`src/core/agc_regs_pkg.sv`:
```
/*
  constants for the channel and gain-loop control bank: page-0 offsets,
  field positions, reset values and codes.
  assumes: an 8-bit register port with a page number beside the address.
*/
`default_nettype none
package agc_regs_pkg;
  localparam int          NUM_CH           = 8;
  localparam int          NUM_PDM_ONLY     = 4;
  localparam logic [7:0]  PAGE_MAIN        = 8'h00;
  localparam logic [7:0]  ADDR_SP_SETUP    = 8'h6C;
  localparam logic [7:0]  ADDR_GAIN_SETUP  = 8'h70;
  localparam logic [7:0]  ADDR_IN_EN       = 8'h73;
  localparam logic [7:0]  ADDR_SLOT_EN     = 8'h74;
  localparam logic [7:0]  ADDR_PWR_SETUP   = 8'h75;
  localparam logic [7:0]  RST_SP_SETUP     = 8'h40;
  localparam logic [7:0]  RST_GAIN_SETUP   = 8'hE7;
  localparam logic [7:0]  RST_IN_EN        = 8'hF0;
  localparam logic [7:0]  RST_SLOT_EN      = 8'h00;
  localparam logic [7:0]  RST_PWR_SETUP    = 8'h00;
  // signal_processing_setup fields
  localparam int          GANG_BIT         = 7;
  localparam int          BIQ_HI           = 6;
  localparam int          BIQ_LO           = 5;
  localparam int          SOFTSTEP_OFF_BIT = 4;
  localparam int          GAIN_SEL_BIT     = 3;
  // gain_control_setup fields
  localparam int          TGT_HI           = 7;
  localparam int          TGT_LO           = 4;
  localparam int          CEIL_HI          = 3;
  localparam int          CEIL_LO          = 0;
  localparam logic [3:0]  CEIL_MAX_LEGAL   = 4'hD;
  // power_setup fields
  localparam int          CONV_PWR_BIT     = 6;
endpackage : agc_regs_pkg
`default_nettype wire

```
`src/core/dsp_agc_channel_enable_regs.sv`:
```
/*
  page-0 control bank for volume ganging, biquad count, soft stepping,
  gain loop setup, input channel enables, output slot enables and the
  converter power bit; drives per-channel control outputs.
  assumes: the host control port has already decoded a byte write or read
  with page, address and strobes on core_clk_i; serializer supplies slots.
*/
`default_nettype none
module dsp_agc_channel_enable_regs #(
  parameter int NUM_CH = agc_regs_pkg::NUM_CH,
  parameter int VOL_W  = 8
) (
  input  wire logic                    core_clk_i,
  input  wire logic                    nrst_i,
  input  wire logic [7:0]              page_i,
  input  wire logic [7:0]              addr_i,
  input  wire logic                    wr_en_i,
  input  wire logic                    rd_en_i,
  input  wire logic [7:0]              wdata_i,
  output logic      [7:0]              rdata_o,
  output logic                         rd_hit_o,
  input  wire logic [NUM_CH*VOL_W-1:0] channel_volume_i,
  output logic      [NUM_CH*VOL_W-1:0] digital_volume_o,
  output logic      [1:0]              biquad_count_o,
  output logic                         soft_step_enable_o,
  output logic      [NUM_CH-1:0]       gain_loop_active_o,
  input  wire logic [NUM_CH-1:0]       gain_loop_channel_enable_i,
  output logic      [3:0]              gain_loop_target_o,
  output logic      [3:0]              gain_loop_ceiling_o,
  output logic                         ceiling_reserved_o,
  output logic      [NUM_CH-1:0]       channel_power_o,
  output logic      [NUM_CH-1:0]       analog_path_enable_o,
  output logic      [NUM_CH-1:0]       pdm_path_enable_o,
  input  wire logic [NUM_CH-1:0]       channel_is_pdm_i,
  input  wire logic                    slot_active_i,
  input  wire logic [2:0]              slot_index_i,
  input  wire logic                    slot_data_i,
  output logic                         sdout_o,
  output logic                         sdout_oe_o
);
  logic [7:0] sp_setup;
  logic [7:0] gain_setup;
  logic [7:0] in_enables;
  logic [7:0] slot_enables;
  logic [7:0] pwr_setup;
  logic       page_hit;
  logic       wr_sp;
  logic       wr_gain;
  logic       wr_in;
  logic       wr_slot;
  logic       wr_pwr;
  logic [7:0] next_rdata;
  logic       next_hit;
  logic [NUM_CH*VOL_W-1:0] next_volume;
  logic [NUM_CH-1:0]       next_power;
  logic [NUM_CH-1:0]       next_analog;
  logic [NUM_CH-1:0]       next_pdm;
  logic [NUM_CH-1:0]       next_gain_active;

  // page and address decode of writes
  assign page_hit = (page_i == agc_regs_pkg::PAGE_MAIN);
  assign wr_sp    = wr_en_i && page_hit && (addr_i == agc_regs_pkg::ADDR_SP_SETUP);
  assign wr_gain  = wr_en_i && page_hit && (addr_i == agc_regs_pkg::ADDR_GAIN_SETUP);
  assign wr_in    = wr_en_i && page_hit && (addr_i == agc_regs_pkg::ADDR_IN_EN);
  assign wr_slot  = wr_en_i && page_hit && (addr_i == agc_regs_pkg::ADDR_SLOT_EN);
  assign wr_pwr   = wr_en_i && page_hit && (addr_i == agc_regs_pkg::ADDR_PWR_SETUP);

  // the five storage registers
  ctrl_reg8 #(.RESET_VALUE(agc_regs_pkg::RST_SP_SETUP)) u_sp_setup (
    .core_clk_i (core_clk_i),
    .nrst_i     (nrst_i),
    .wr_i       (wr_sp),
    .wdata_i    (wdata_i),
    .q_o        (sp_setup)
  );

  ctrl_reg8 #(.RESET_VALUE(agc_regs_pkg::RST_GAIN_SETUP)) u_gain_setup (
    .core_clk_i (core_clk_i),
    .nrst_i     (nrst_i),
    .wr_i       (wr_gain),
    .wdata_i    (wdata_i),
    .q_o        (gain_setup)
  );

  ctrl_reg8 #(.RESET_VALUE(agc_regs_pkg::RST_IN_EN)) u_in_enables (
    .core_clk_i (core_clk_i),
    .nrst_i     (nrst_i),
    .wr_i       (wr_in),
    .wdata_i    (wdata_i),
    .q_o        (in_enables)
  );

  ctrl_reg8 #(.RESET_VALUE(agc_regs_pkg::RST_SLOT_EN)) u_slot_enables (
    .core_clk_i (core_clk_i),
    .nrst_i     (nrst_i),
    .wr_i       (wr_slot),
    .wdata_i    (wdata_i),
    .q_o        (slot_enables)
  );

  ctrl_reg8 #(.RESET_VALUE(agc_regs_pkg::RST_PWR_SETUP)) u_pwr_setup (
    .core_clk_i (core_clk_i),
    .nrst_i     (nrst_i),
    .wr_i       (wr_pwr),
    .wdata_i    (wdata_i),
    .q_o        (pwr_setup)
  );

  // read mux, unmapped addresses read zero with no hit
  always_comb begin
    next_rdata = 8'h00;
    next_hit   = 1'b0;
    if (rd_en_i && page_hit) begin
      next_hit = 1'b1;
      case (addr_i)
        agc_regs_pkg::ADDR_SP_SETUP:   next_rdata = sp_setup;
        agc_regs_pkg::ADDR_GAIN_SETUP: next_rdata = gain_setup;
        agc_regs_pkg::ADDR_IN_EN:      next_rdata = in_enables;
        agc_regs_pkg::ADDR_SLOT_EN:    next_rdata = slot_enables;
        agc_regs_pkg::ADDR_PWR_SETUP:  next_rdata = pwr_setup;
        default:                       next_hit   = 1'b0;
      endcase
    end
  end

  // per-channel volume, power and path selection
  always_comb begin
    next_volume      = '0;
    next_power       = '0;
    next_analog      = '0;
    next_pdm         = '0;
    next_gain_active = '0;
    for (int c = 0; c < NUM_CH; c++) begin
      // channel c+1 lives at enable bit NUM_CH-1-c
      if (sp_setup[agc_regs_pkg::GANG_BIT]) begin
        next_volume[c*VOL_W +: VOL_W] = channel_volume_i[0 +: VOL_W];
      end else begin
        next_volume[c*VOL_W +: VOL_W] = channel_volume_i[c*VOL_W +: VOL_W];
      end
      next_power[c] = pwr_setup[agc_regs_pkg::CONV_PWR_BIT] &&
                      in_enables[NUM_CH-1-c];
      if (c >= NUM_CH - agc_regs_pkg::NUM_PDM_ONLY) begin
        next_pdm[c] = next_power[c];
      end else begin
        next_pdm[c]    = next_power[c] && channel_is_pdm_i[c];
        next_analog[c] = next_power[c] && !channel_is_pdm_i[c];
      end
      next_gain_active[c] = sp_setup[agc_regs_pkg::GAIN_SEL_BIT] &&
                            gain_loop_channel_enable_i[c] && next_power[c];
    end
  end

  // registered outputs
  always_ff @(posedge core_clk_i or negedge nrst_i) begin
    if (!nrst_i) begin
      rdata_o              <= 8'h00;
      rd_hit_o             <= 1'b0;
      digital_volume_o     <= '0;
      channel_power_o      <= '0;
      analog_path_enable_o <= '0;
      pdm_path_enable_o    <= '0;
      gain_loop_active_o   <= '0;
    end else begin
      rdata_o              <= next_rdata;
      rd_hit_o             <= next_hit;
      digital_volume_o     <= next_volume;
      channel_power_o      <= next_power;
      analog_path_enable_o <= next_analog;
      pdm_path_enable_o    <= next_pdm;
      gain_loop_active_o   <= next_gain_active;
    end
  end

  // field outputs taken straight from the stored registers
  assign biquad_count_o      = sp_setup[agc_regs_pkg::BIQ_HI:agc_regs_pkg::BIQ_LO];
  assign soft_step_enable_o  = !sp_setup[agc_regs_pkg::SOFTSTEP_OFF_BIT];
  assign gain_loop_target_o  = gain_setup[agc_regs_pkg::TGT_HI:agc_regs_pkg::TGT_LO];
  assign gain_loop_ceiling_o = gain_setup[agc_regs_pkg::CEIL_HI:agc_regs_pkg::CEIL_LO];
  // flag reserved ceiling codes, behaviour then undefined
  assign ceiling_reserved_o  = (gain_loop_ceiling_o > agc_regs_pkg::CEIL_MAX_LEGAL);

  // serial output slot gating
  slot_drive_gate #(.NUM_CH(NUM_CH)) u_slot_gate (
    .core_clk_i     (core_clk_i),
    .nrst_i         (nrst_i),
    .slot_enables_i (slot_enables[NUM_CH-1:0]),
    .slot_active_i  (slot_active_i),
    .slot_index_i   (slot_index_i),
    .slot_data_i    (slot_data_i),
    .sdout_o        (sdout_o),
    .sdout_oe_o     (sdout_oe_o)
  );
endmodule : dsp_agc_channel_enable_regs
`default_nettype wire

```
`src/core/ctrl_reg8.sv`:
```
/*
  one byte-wide control register with a write strobe and a reset value.
  assumes: strobe and data come from logic on the same clock.
*/
`default_nettype none
module ctrl_reg8 #(
  parameter logic [7:0] RESET_VALUE = 8'h00
) (
  input  wire logic       core_clk_i,
  input  wire logic       nrst_i,
  input  wire logic       wr_i,
  input  wire logic [7:0] wdata_i,
  output logic      [7:0] q_o
);
  logic [7:0] next_q;

  // hold unless written
  always_comb begin
    next_q = wr_i ? wdata_i : q_o;
  end

  // register the value
  always_ff @(posedge core_clk_i or negedge nrst_i) begin
    if (!nrst_i) begin
      q_o <= RESET_VALUE;
    end else begin
      q_o <= next_q;
    end
  end
endmodule : ctrl_reg8
`default_nettype wire

```
`src/core/slot_drive_gate.sv`:
```
/*
  per-slot output drive gate for the audio serial output.
  assumes: slot index and data come from the serializer on the same clock.
*/
`default_nettype none
module slot_drive_gate #(
  parameter int NUM_CH = 8
) (
  input  wire logic              core_clk_i,
  input  wire logic              nrst_i,
  input  wire logic [NUM_CH-1:0] slot_enables_i,
  input  wire logic              slot_active_i,
  input  wire logic [2:0]        slot_index_i,
  input  wire logic              slot_data_i,
  output logic                   sdout_o,
  output logic                   sdout_oe_o
);
  logic [NUM_CH-1:0] onehot;
  logic              next_oe;
  logic              next_data;

  // one-hot slot decode, bit 7 is channel one
  genvar g;
  generate
    for (g = 0; g < NUM_CH; g++) begin : g_slot
      assign onehot[g] = slot_active_i &&
                         (slot_index_i == 3'(NUM_CH - 1 - g)) && slot_enables_i[g];
    end
  endgenerate

  // drive only in enabled slots, otherwise high impedance
  always_comb begin
    next_oe   = |onehot;
    next_data = next_oe ? slot_data_i : 1'b0;
  end

  // registered pin drive
  always_ff @(posedge core_clk_i or negedge nrst_i) begin
    if (!nrst_i) begin
      sdout_o    <= 1'b0;
      sdout_oe_o <= 1'b0;
    end else begin
      sdout_o    <= next_data;
      sdout_oe_o <= next_oe;
    end
  end
endmodule : slot_drive_gate
`default_nettype wire

```
`config.mk`:
```
export PLATFORM = sky130hd
export DESIGN_NAME = dsp_agc_channel_enable_regs
export DESIGN_NICKNAME = d
export VERILOG_FILES = /design/src/core/agc_regs_pkg.sv /design/src/core/dsp_agc_channel_enable_regs.sv /design/src/core/ctrl_reg8.sv /design/src/core/slot_drive_gate.sv
export SDC_FILE = /design/constraint.sdc
export NUM_CORES = 1
export LEC_CHECK = 0
export ABC_AREA = 1
export BUFFER_PORTS_ARGS = -buffer_cell sky130_fd_sc_hd__buf_2
export CAP_MARGIN = 20
export CORE_ASPECT_RATIO = 0.75
export CORE_MARGIN = 2
export CORE_UTILIZATION = 48
export DETAILED_ROUTE_END_ITERATION = 8
export GPL_TIMING_DRIVEN = 0
export PLACE_DENSITY_LB_ADDON = 0.3
export REMOVE_ABC_BUFFERS = 1
export SYNTH_ARGS = -nofsm -noshare
export SYNTH_HDL_FRONTEND = slang
export SYNTH_HIERARCHICAL = 1
export SYNTH_SLANG_ARGS = --single-unit
```
`constraint.sdc`:
```
create_clock -name core_clk_i -period 1.2 [get_ports core_clk_i]
set_input_delay 0.06 -clock core_clk_i [delete_from_list [all_inputs] [get_ports core_clk_i]]
set_output_delay 0.06 -clock core_clk_i [all_outputs]
set_load 0.02 [all_outputs]
```
# Yosys cells after proc, flatten, opt, wreduce, memory -nomap -nowiden
# Cells that the tools add are included.
[word_totals] regBits=143 inputBits=113 word_cells=103
[op_classes] magnitude_cmp=1 n_eq_ne=12 n_mux=12 n_reduce_logical=64
[ops] operator="$mux W8" n=8
[ops] operator="$logic_and A1 B1 Y1" n=55
[ops] operator="$eq A8 B7 Y1 const B" n=5
[ops] operator="$pmux W8 S5" n=1
[ops] operator="$eq A3 B3 Y1 const B" n=4
[ops] operator="$logic_not A8 Y1" n=1
[ops] operator="$reduce_or A8 Y1" n=1
[ops] operator="$eq A3 B2 Y1 const B" n=2
[ops] operator="$logic_not A1 Y1" n=5
[ops] operator="$reduce_or A5 Y1" n=1
[ops] operator="$gt A4 B4 Y1 const B" n=1
[ops] operator="$eq A3 B1 Y1 const B" n=1
[ops] operator="$logic_not A3 Y1" n=1
[ops] operator="$mux W1" n=3

# Depth between registers and ports, before layout
# Gate-level depths: netlist (run 1).
[logic_depth] depth_word=5 depth_mapped=9 ltp_nobuf=8

# Modules after synthesis
# Netlist (run 1), hierarchy kept.
[modules_own_cells] mod="dsp_agc_channel_enable_regs" n_inst=1 cells_per_inst=401 area_per_inst_um2=3898.7
[modules_own_cells] mod="ctrl_reg8 (u_pwr_setup ...)" n_inst=2 cells_per_inst=34 area_per_inst_um2=305.3
[modules_own_cells] mod="ctrl_reg8 (u_gain_setup)" n_inst=1 cells_per_inst=34 area_per_inst_um2=312.8
[modules_own_cells] mod="ctrl_reg8 (u_in_enables)" n_inst=1 cells_per_inst=34 area_per_inst_um2=310.3
[modules_own_cells] mod="ctrl_reg8 (u_sp_setup)" n_inst=1 cells_per_inst=34 area_per_inst_um2=306.5
[modules_own_cells] mod="slot_drive_gate" n_inst=1 cells_per_inst=25 area_per_inst_um2=152.6

# Worst setup path after synthesis (run 1)
# OpenSTA, ideal clock, no wires.
[synth_path] path_type="register -> register" startpoint="register u_sp_setup.q_o[7]" endpoint="register digital_volume_o[10]" setup_time_ns=0.133 t_arrival_ns=0.880 required_ns=1.067 path_slack_ns=0.187 path_stages_with_launch=5 path_buffers=2 synth_period_minus_slack_ns=1.013 cell_sequence="dfrtp_1 buf_2 buf_2 nand2_1 o21ai_0"
[synth_between] elab_chain_cells=1
[synth_lines] item="start: declaration" line_no="ctrl_reg8.sv:13" rtl="output logic [7:0] q_o"
[synth_lines] item="start signal: assignment" line_no="ctrl_reg8.sv:27" rtl="q_o <= next_q;"
[synth_lines] item="$mux W8" line_no="dsp_agc_channel_enable_regs.sv:135" rtl="if (sp_setup[agc_regs_pkg::GANG_BIT]) begin"
[synth_lines] item="net next_volume[10]" line_no="dsp_agc_channel_enable_regs.sv:54" rtl="logic [NUM_CH*VOL_W-1:0] next_volume;"
[synth_lines] item="end signal: assignment" line_no="dsp_agc_channel_enable_regs.sv:166" rtl="digital_volume_o <= next_volume;"
[synth_lines] item="end: declaration" line_no="dsp_agc_channel_enable_regs.sv:23" rtl="output logic [NUM_CH*VOL_W-1:0] digital_volume_o,"
# The timed path passes the listed nets, and every way through them passes these cells.
# A chain may end at the register's enable or synchronous reset.

# Worst setup path in the final report (run 1)
[layout_path] startpoint="register u_gain_setup.q_o[1]" endpoint="output ceiling_reserved_o"
[layout_between] elab_chain_cells=1
[layout_lines] item="start: declaration" line_no="ctrl_reg8.sv:13"
[layout_lines] item="start signal: assignment" line_no="ctrl_reg8.sv:27"
[layout_lines] item="$gt A4 B4 Y1" line_no="dsp_agc_channel_enable_regs.sv:180" rtl="assign ceiling_reserved_o = (gain_loop_ceiling_o > agc_regs_pkg::CEIL_MAX_LEGAL);"
[layout_lines] item="end: declaration" line_no="dsp_agc_channel_enable_regs.sv:30" rtl="output logic ceiling_reserved_o,"
# Every way passes these cells.

==> results of run 1 <==
-- power by group through the flow --
stage	Combinational [uW]	Clock (uW)	Sequential (uW)
floorplan	157	0	5070
global placement	741	0	4910
detailed placement	779	0	4910
CTS	1010	5090	4830
global route	1120	5290	4840
finish	1030	5030	4830
-- layout by cell type (no fill, tap or decap), types with 6 or more instances in the layout --
| cell type | n |
|---|---|
| clkbuf_16 | 17 |
| nor2_2 | 12 |
| o21ai_0 | 56 |
| buf_4 | 6 |
| nor2_1 | 28 |
| inv_6 | 6 |
| inv_1 | 74 |
| inv_2 | 12 |
| dfstp_2 | 11 |
| nand2_2 | 13 |
| dlygate4sd3_1 | 88 |
| nor2_4 | 10 |
| nand3_1 | 52 |
| dfrtp_1 | 126 |
| buf_2 | 219 |
| nand2_1 | 168 |
-- final timing paths --
kind,cells after the start,slack (ps),start,endpoint
min in group asynchronous,2,220,nrst_i,digital_volume_o[63]
hold reg to reg,2,470,u_pwr_setup/q_o[7],u_pwr_setup/q_o[7]
setup reg to reg,4,60,u_sp_setup/q_o[7],rdata_o[7]
max in group asynchronous,3,170,nrst_i,u_gain_setup/q_o[7]
setup / recovery,2,-110,u_gain_setup/q_o[1],ceiling_reserved_o
hold / removal,6,80,slot_index_i[1],u_slot_gate/sdout_o
-- layer usage --
metal | global-route usage | routed length (um)
met5 | 0 | 0
met1 | 0.335 | 6710
met4 | 0.133 | 456
met2 | 0.464 | 8610
met3 | 0.0584 | 1090
-- sequential cells by signal, indices dropped and copies added (netlist names) --
signal / cells
u_pwr_setup/q_o: 8
u_gain_setup/q_o: 8
channel_power_o: 5
u_in_enables/q_o: 8
u_slot_gate/sdout_o: 1
analog_path_enable_o: 4
digital_volume_o: 64
rdata_o: 8
u_sp_setup/q_o: 8
u_slot_enables/q_o: 8
pdm_path_enable_o: 7
gain_loop_active_o: 8
rd_hit_o: 1
u_slot_gate/sdout_oe_o: 1
-- synthesized netlist by cell type --
library cell,n
and3_1,1
inv_1,74
nor2_2,9
dfrtp_1,128
conb_1,1
nand2_4,2
nand3_2,2
buf_6,8
o21ai_0,56
nor2_1,34
dfstp_2,11
nor2_8,1
o21bai_4,1
nand2_1,170
clkbuf_1,7
buf_4,8
buf_2,2
inv_2,12
nand2_2,11
nor2_4,6
nand3_1,52
-- timing repair --
action	in CTS	in global routing
endpoints found under the hold margin	193	0
cloned	1	0
hold buffers	88	0
gates resized for setup	10	9
setup endpoints to repair	102	44
pin swaps	1	0
buffers inserted	4	3
-- stage by stage --
stage	total power [uW]	instances	setup slack (ps)	hold slack, ps	area, sq um
after floorplan	5230	574	-314	-236	5420
after global placement	5650	941	-1660	181	6710
after detailed placement	5690	942	-715	116	6750
after CTS	10900	1067	-117	69.1	8290
after global routing	11200	1070	-138	107	8350
final	10900	1071	-111	77.3	8350
-- kinds of logic after synthesis --
| logic type | share of synthesized area |
|---|---|
| buffers and inverters | 0.0911 |
| and+or+nand+nor | 0.230 |
| DFF | 0.625 |
| AOI/OAI and AO/OA | 0.0535 |
| other | 0.000671 |
-- tightest hold or removal path: cells and delay by family --
family	cells	cell delay, ps
AND/OR/NAND/NOR	5	290
buffers and inverters	1	100
-- cell type report --
type	count	area, sq um
clock inverters	13	130
multi-input cells	350	1650
fillers	826	3140
clock buffers	19	443
well taps	144	180
inverters	86	323
diodes	1	2.50
flip-flops and latches	139	3500
repair buffers	319	2120
==> results.md, run 1 <==
- Outcome: finished with violations
- Failing checks: setup timing
- Critical Path, Cell by Cell: and3_4 -> buf_6
- Fin crit share: 1.09
- Clk buf depth: 2
- Hold Vio Cnt, Final: 0
- CTS H-tree depth: 4
- CP Capture Type: primary output
- Io pins: approximately 230
- Max cap viols: 0
- Cell Area, Synth: about 0.0056 sq mm
- P_int: a little over 8000 uW
- Vias in the first global route: around 5500
- Layout Nets: between 1000 and 1500
- DR WL/cell: approximately 16 um
- Drc violations: 0
- Total gr overflow: 0
- Post-DP HPWL: approximately 10000 um
- Minimum clock period: ~1300 ps
- Unrepaired setup endpoints after global routing: yes
- P&R area growth vs syn: 49.3%
- Sequential area share after synthesis: 0.625
- Crit Path Class: reg -> out
- Yosys reg bits: around 140
- Synth top area share: 0.573
- Critical Path AT: 1250 ps
- Worst Path Required: approximately 1100 ps
- Clk Tree Root Cell: clkbuf_16
- Delay-heaviest family, CP: flip-flops
- 1st-iter DRT viols: 381
- Largest net degree at the start of global routing: 73
- Peak supply drop: 0.966 mV
- Fin util: 0.727
- Max Freq: approximately 760 MHz
- CP max FO: 3
- Die Span Y: 97.5 um
- Die area: between 0.01 and 0.015 sq mm
- Global-route wire length before repair: 26600 um
- DRT Pass-1 Iters: 5
- Combinational Power Share: 0.095
- RePlAce Congestion: approximately 0.88
- # clock sinks: 139
- Clock power frac: 0.462
- Worst Max-Slew Pin Slew: approximately 650 ps
- Slew headroom: 0.570
- Yosys cell types: 21
- Synth warn: 6
- Core area: between 0.01 and 0.015 sq mm
- Layout cells sized above 1: 0.355
- Switching Share: 0.246
- Port Buffers: between 200 and 250
- Sequential cell fraction of total power: 0.444
- TritonCTS Buffers: 17
- CTS tree: built
- Die width: between 100 and 150 um
- Later-pin clock latency in the skew report: roughly 400 ps
- Area leader, netlist: dfrtp_1
- Setup ws final: -111 ps
- Setup_tns: -117 ps
- Final wirelength: about 17000 um
- Via/cell ratio: around 4.9
- Hold crit path type: in -> reg
- Final setup viols: 3
- Setup crit start kind: register
- Total track usage: 0.274
- Max stage delay on crit path: 550 ps
- Via count: 5270
- Power per cell area: about 1300 mW/mm^2
- Psw: between 2000 and 3000 uW
- CP max-delay cell: dfstp_2
- Clock transition at path regs: roughly 60 ps
- CP Buf/Inv Count: 1
- Initial antenna violation count: 0
- Clock Skew: 8.87 ps
- Top post-synthesis cells by area: dfrtp_1 (57%), nand2_1 (11%), dfstp_2 (5.2%), o21ai_0 (5.0%), inv_1 (5.0%)
- Synth Instances: 596
- Rows: 34
- Syn avg cell area: around 9.4 sq um
- Slew Limit Fails: 0
- Post-DRT Antenna Nets: 0
- P_leak: between 0.004 and 0.005 uW
- Initial Utilization: 0.487
Note: power is estimated with default switching activity, not from simulation.
==> run 2: changes to the inputs <==
--- a/config.mk
+++ b/config.mk
@@ -6,12 +6,12 @@
 export NUM_CORES = 1
 export LEC_CHECK = 0
 export ABC_AREA = 1
-export BUFFER_PORTS_ARGS = -buffer_cell sky130_fd_sc_hd__buf_2
 export CAP_MARGIN = 20
 export CORE_ASPECT_RATIO = 0.75
 export CORE_MARGIN = 2
-export CORE_UTILIZATION = 48
+export CORE_UTILIZATION = 56
 export DETAILED_ROUTE_END_ITERATION = 8
+export DONT_BUFFER_PORTS = 1
 export GPL_TIMING_DRIVEN = 0
 export PLACE_DENSITY_LB_ADDON = 0.3
 export REMOVE_ABC_BUFFERS = 1
==> constraint.sdc (replaced) <==
create_clock -name core_clk_i -period 1.15 [get_ports core_clk_i]
set_input_delay 0.0575 -clock core_clk_i [delete_from_list [all_inputs] [get_ports core_clk_i]]
set_output_delay 0.0575 -clock core_clk_i [all_outputs]
set_load 0.02 [all_outputs]
==> run 2 against run 1 <==
The flow finishes with violations (hold timing, setup timing). Cell count shrank 22%. Register-to-register slack worse by 50 ps. Largest cell class unchanged. Setup slack lost 86 ps. Critical path depth shrank 1. Routed wire length shrank 7.1%. Clock-buffer cell count shrank 1. Die area down 14%. First-iteration DRC count increased by 0.26%.
==> results.md, run 2 (synthesis results as in run 1) <==
- Post-DP HPWL: 9040 um (was 10400 um)
- CP Buf/Inv Count: 0 (was 1)
- Final wirelength: 15700 um (was 16900 um)
- Most common cell after layout, fill and taps aside: nand2_1 (was buf_2)
- Top reg by flops: digital_volume_o (unchanged)
- Number of hold buffers added after cts: 89 (was 88)
- Initial Utilization: 0.577 (was 0.487)
- Rows: 31 (was 34)
- 1st-iter DRT viols: 382 (was 381)
- TritonCTS Buffers: 17 (unchanged)
- Io pins: 232 (unchanged)
- RePlAce Congestion: 0.858 (was 0.876)
- Drc violations: 0 (unchanged)
- Number of flip-flops under the largest register name: 64 (unchanged)
- Power per cell area: 1600 mW/mm^2 (was 1300 mW/mm^2)
- Minimum clock period: about 1300 ps
- Vias in the first global route: 4513 (was 5529)
- Clock transition at path regs: 60 ps (about the same)
- CTS tree: built (unchanged)
- Clock Skew: 7.75 ps (was 8.87 ps)
- Finished Layout Cells: 833 (was 1071)
- Later-pin clock latency in the skew report: 420 ps (was 410 ps)
- Unrepaired setup endpoints after global routing: yes (unchanged)
- Setup crit start kind: register (unchanged)
- P_leak: 0.00369 uW (was 0.00459 uW)
- Pre-CTS setup slack: -643 ps (was -715 ps)
- Final hold slack: -671 ps (was 77.3 ps)
- Total track usage: 0.296 (was 0.274)
- Slew Limit Fails: 0 (unchanged)
- Die area: 0.0108 sq mm (was 0.0125 sq mm)
- Initial antenna violation count: 1 (was 0)
- Fin crit share: 1.17
- CP max-delay cell: dfstp_2 (unchanged)
- Clk buf depth: 2 (unchanged)
- Max Freq: between 700 and 800 MHz
- Placed cells: 706 (was 942)
- Hold Vio Cnt, Final: 139 (was 0)
- Via/cell ratio: 5.35 (was 4.92)
- Most frequent cells in the layout: nand2_1 (161), dfrtp_1 (127), dlygate4sd3_1 (89) (was buf_2 (219), nand2_1 (168), dfrtp_1 (126))
- Delay-heaviest family, CP: flip-flops (unchanged)
- Total power: 11700 uW (was 10900 uW)
- DR WL/cell: 18.8 um (was 15.8 um)
- CTS H-tree depth: 4 (unchanged)
- Die width: 119 um (was 129 um)
- Final setup viols: 1 (was 3)
- CP max FO: 4 (was 3)
- Clk Tree Root Cell: clkbuf_16 (unchanged)
- Critical Path AT: 1290 ps (was 1250 ps)
- CP Capture Type: primary output (unchanged)
- Diode count: 0 (was 1)
- Layout cells sized above 1: 0.160 (was 0.355)
- Max cap viols: 0 (unchanged)
- Peak supply drop: 1.24 mV (was 0.966 mV)
- Max stage delay on crit path: 620 ps (was 550 ps)
- Worst Path Required: 1090 ps (was 1140 ps)
- Die Span Y: 90.5 um (was 97.5 um)
- Post-DRT Antenna Nets: 0 (unchanged)
- Layout Nets: 801 (was 1026)
- P&R area growth vs syn: 30.5% (was 49.3%)
- Global-route wire length before repair: 24000 um (was 26600 um)
- Outcome: finished with violations (unchanged)
- Crit Path Class: reg -> out (unchanged)
- Largest net degree at the start of global routing: 140 (was 73)
- DRT Pass-1 Iters: 4 (was 5)
- Critical Path, Cell by Cell: and3_4 (was and3_4 -> buf_6)
- Hold crit path type: in -> async (was in -> reg)
- Failing checks: hold timing, setup timing (was setup timing)
- Flop2flop setup slack: 10 ps (was 60 ps)
- Port Buffers: 0 (was 223)
- Via count: 4457 (was 5270)
- # clock sinks: 139 (unchanged)
- Setup ws final: -197 ps (was -111 ps)
- Core area: 0.00970 sq mm (was 0.0115 sq mm)
- Total gr overflow: 0 (unchanged)
-- run 2: cell count changes in the layout (fill, tap and decap cells not counted), sizes merged --
cell / change
buf: -226
bufinv: +3
clkinvlp: -3
clkinv: +2
clkbuf: -1
diode: -1
dlygate4sd3: +1
inv: -1
-- run 2: path summary, 6_finish.rpt --
check                                     from              endpoint  cells after the start
max in group asynchronous               nrst_i   u_in_enables/q_o[4]                      0
min reg2reg                u_in_enables/q_o[7]   u_in_enables/q_o[7]                      2
max reg2reg                  u_sp_setup/q_o[7]            rdata_o[7]                      5
min                                     nrst_i  digital_volume_o[34]                      0
min in group core_clk_i        slot_index_i[0]   u_slot_gate/sdout_o                      6
max                        u_gain_setup/q_o[2]    ceiling_reserved_o                      1
-- run 2: cell type report --
| cell class | instances | area [sq um] |
|---|---|---|
| repair buffers | 94 | 965 |
| inverters | 86 | 323 |
| clock buffers | 18 | 439 |
| flip-flops and latches | 139 | 3500 |
| well taps | 132 | 165 |
| multi-input cells | 350 | 1700 |
| clock inverters | 14 | 209 |
| fillers | 648 | 2400 |
-- run 2: layer usage --
layer / part of all wire / track usage / up-vias
li1: - / - / 2000
met1: 0.37 / 0.362 / 2175
met2: 0.51 / 0.492 / 246
met3: 0.098 / 0.0941 / 34
met4: 0.021 / 0.117 / 2
met5: 0.00083 / 0 / -
-- run 2: power breakdown --
part | switching (uW) | total [uW] | internal [uW] | leakage [uW]
clock network | 2230 | 5980 | 3740 | 0.000314
logic | 239 | 505 | 266 | 0.00162
registers | 213 | 5220 | 5010 | 0.00175
-- run 2: what timing repair did --
item                       4_1_cts  5_1_grt
setup endpoints to repair       98       55
setup buffers                    2        3
cloned                           0        1
resized for setup                9       21
pin swaps                        1        4
hold endpoints to repair       270      139
-- run 2: per-stage QoR --
stage	util	TNS [ps]	area (sq um)
after detailed placement	0.576	-42340	5580
after global routing	0.753	-260	7300
final	0.753	-197	7300
after CTS	0.741	-212	7180
after global placement	0.576	-70230	5580
after floorplan	-	-26030	5420
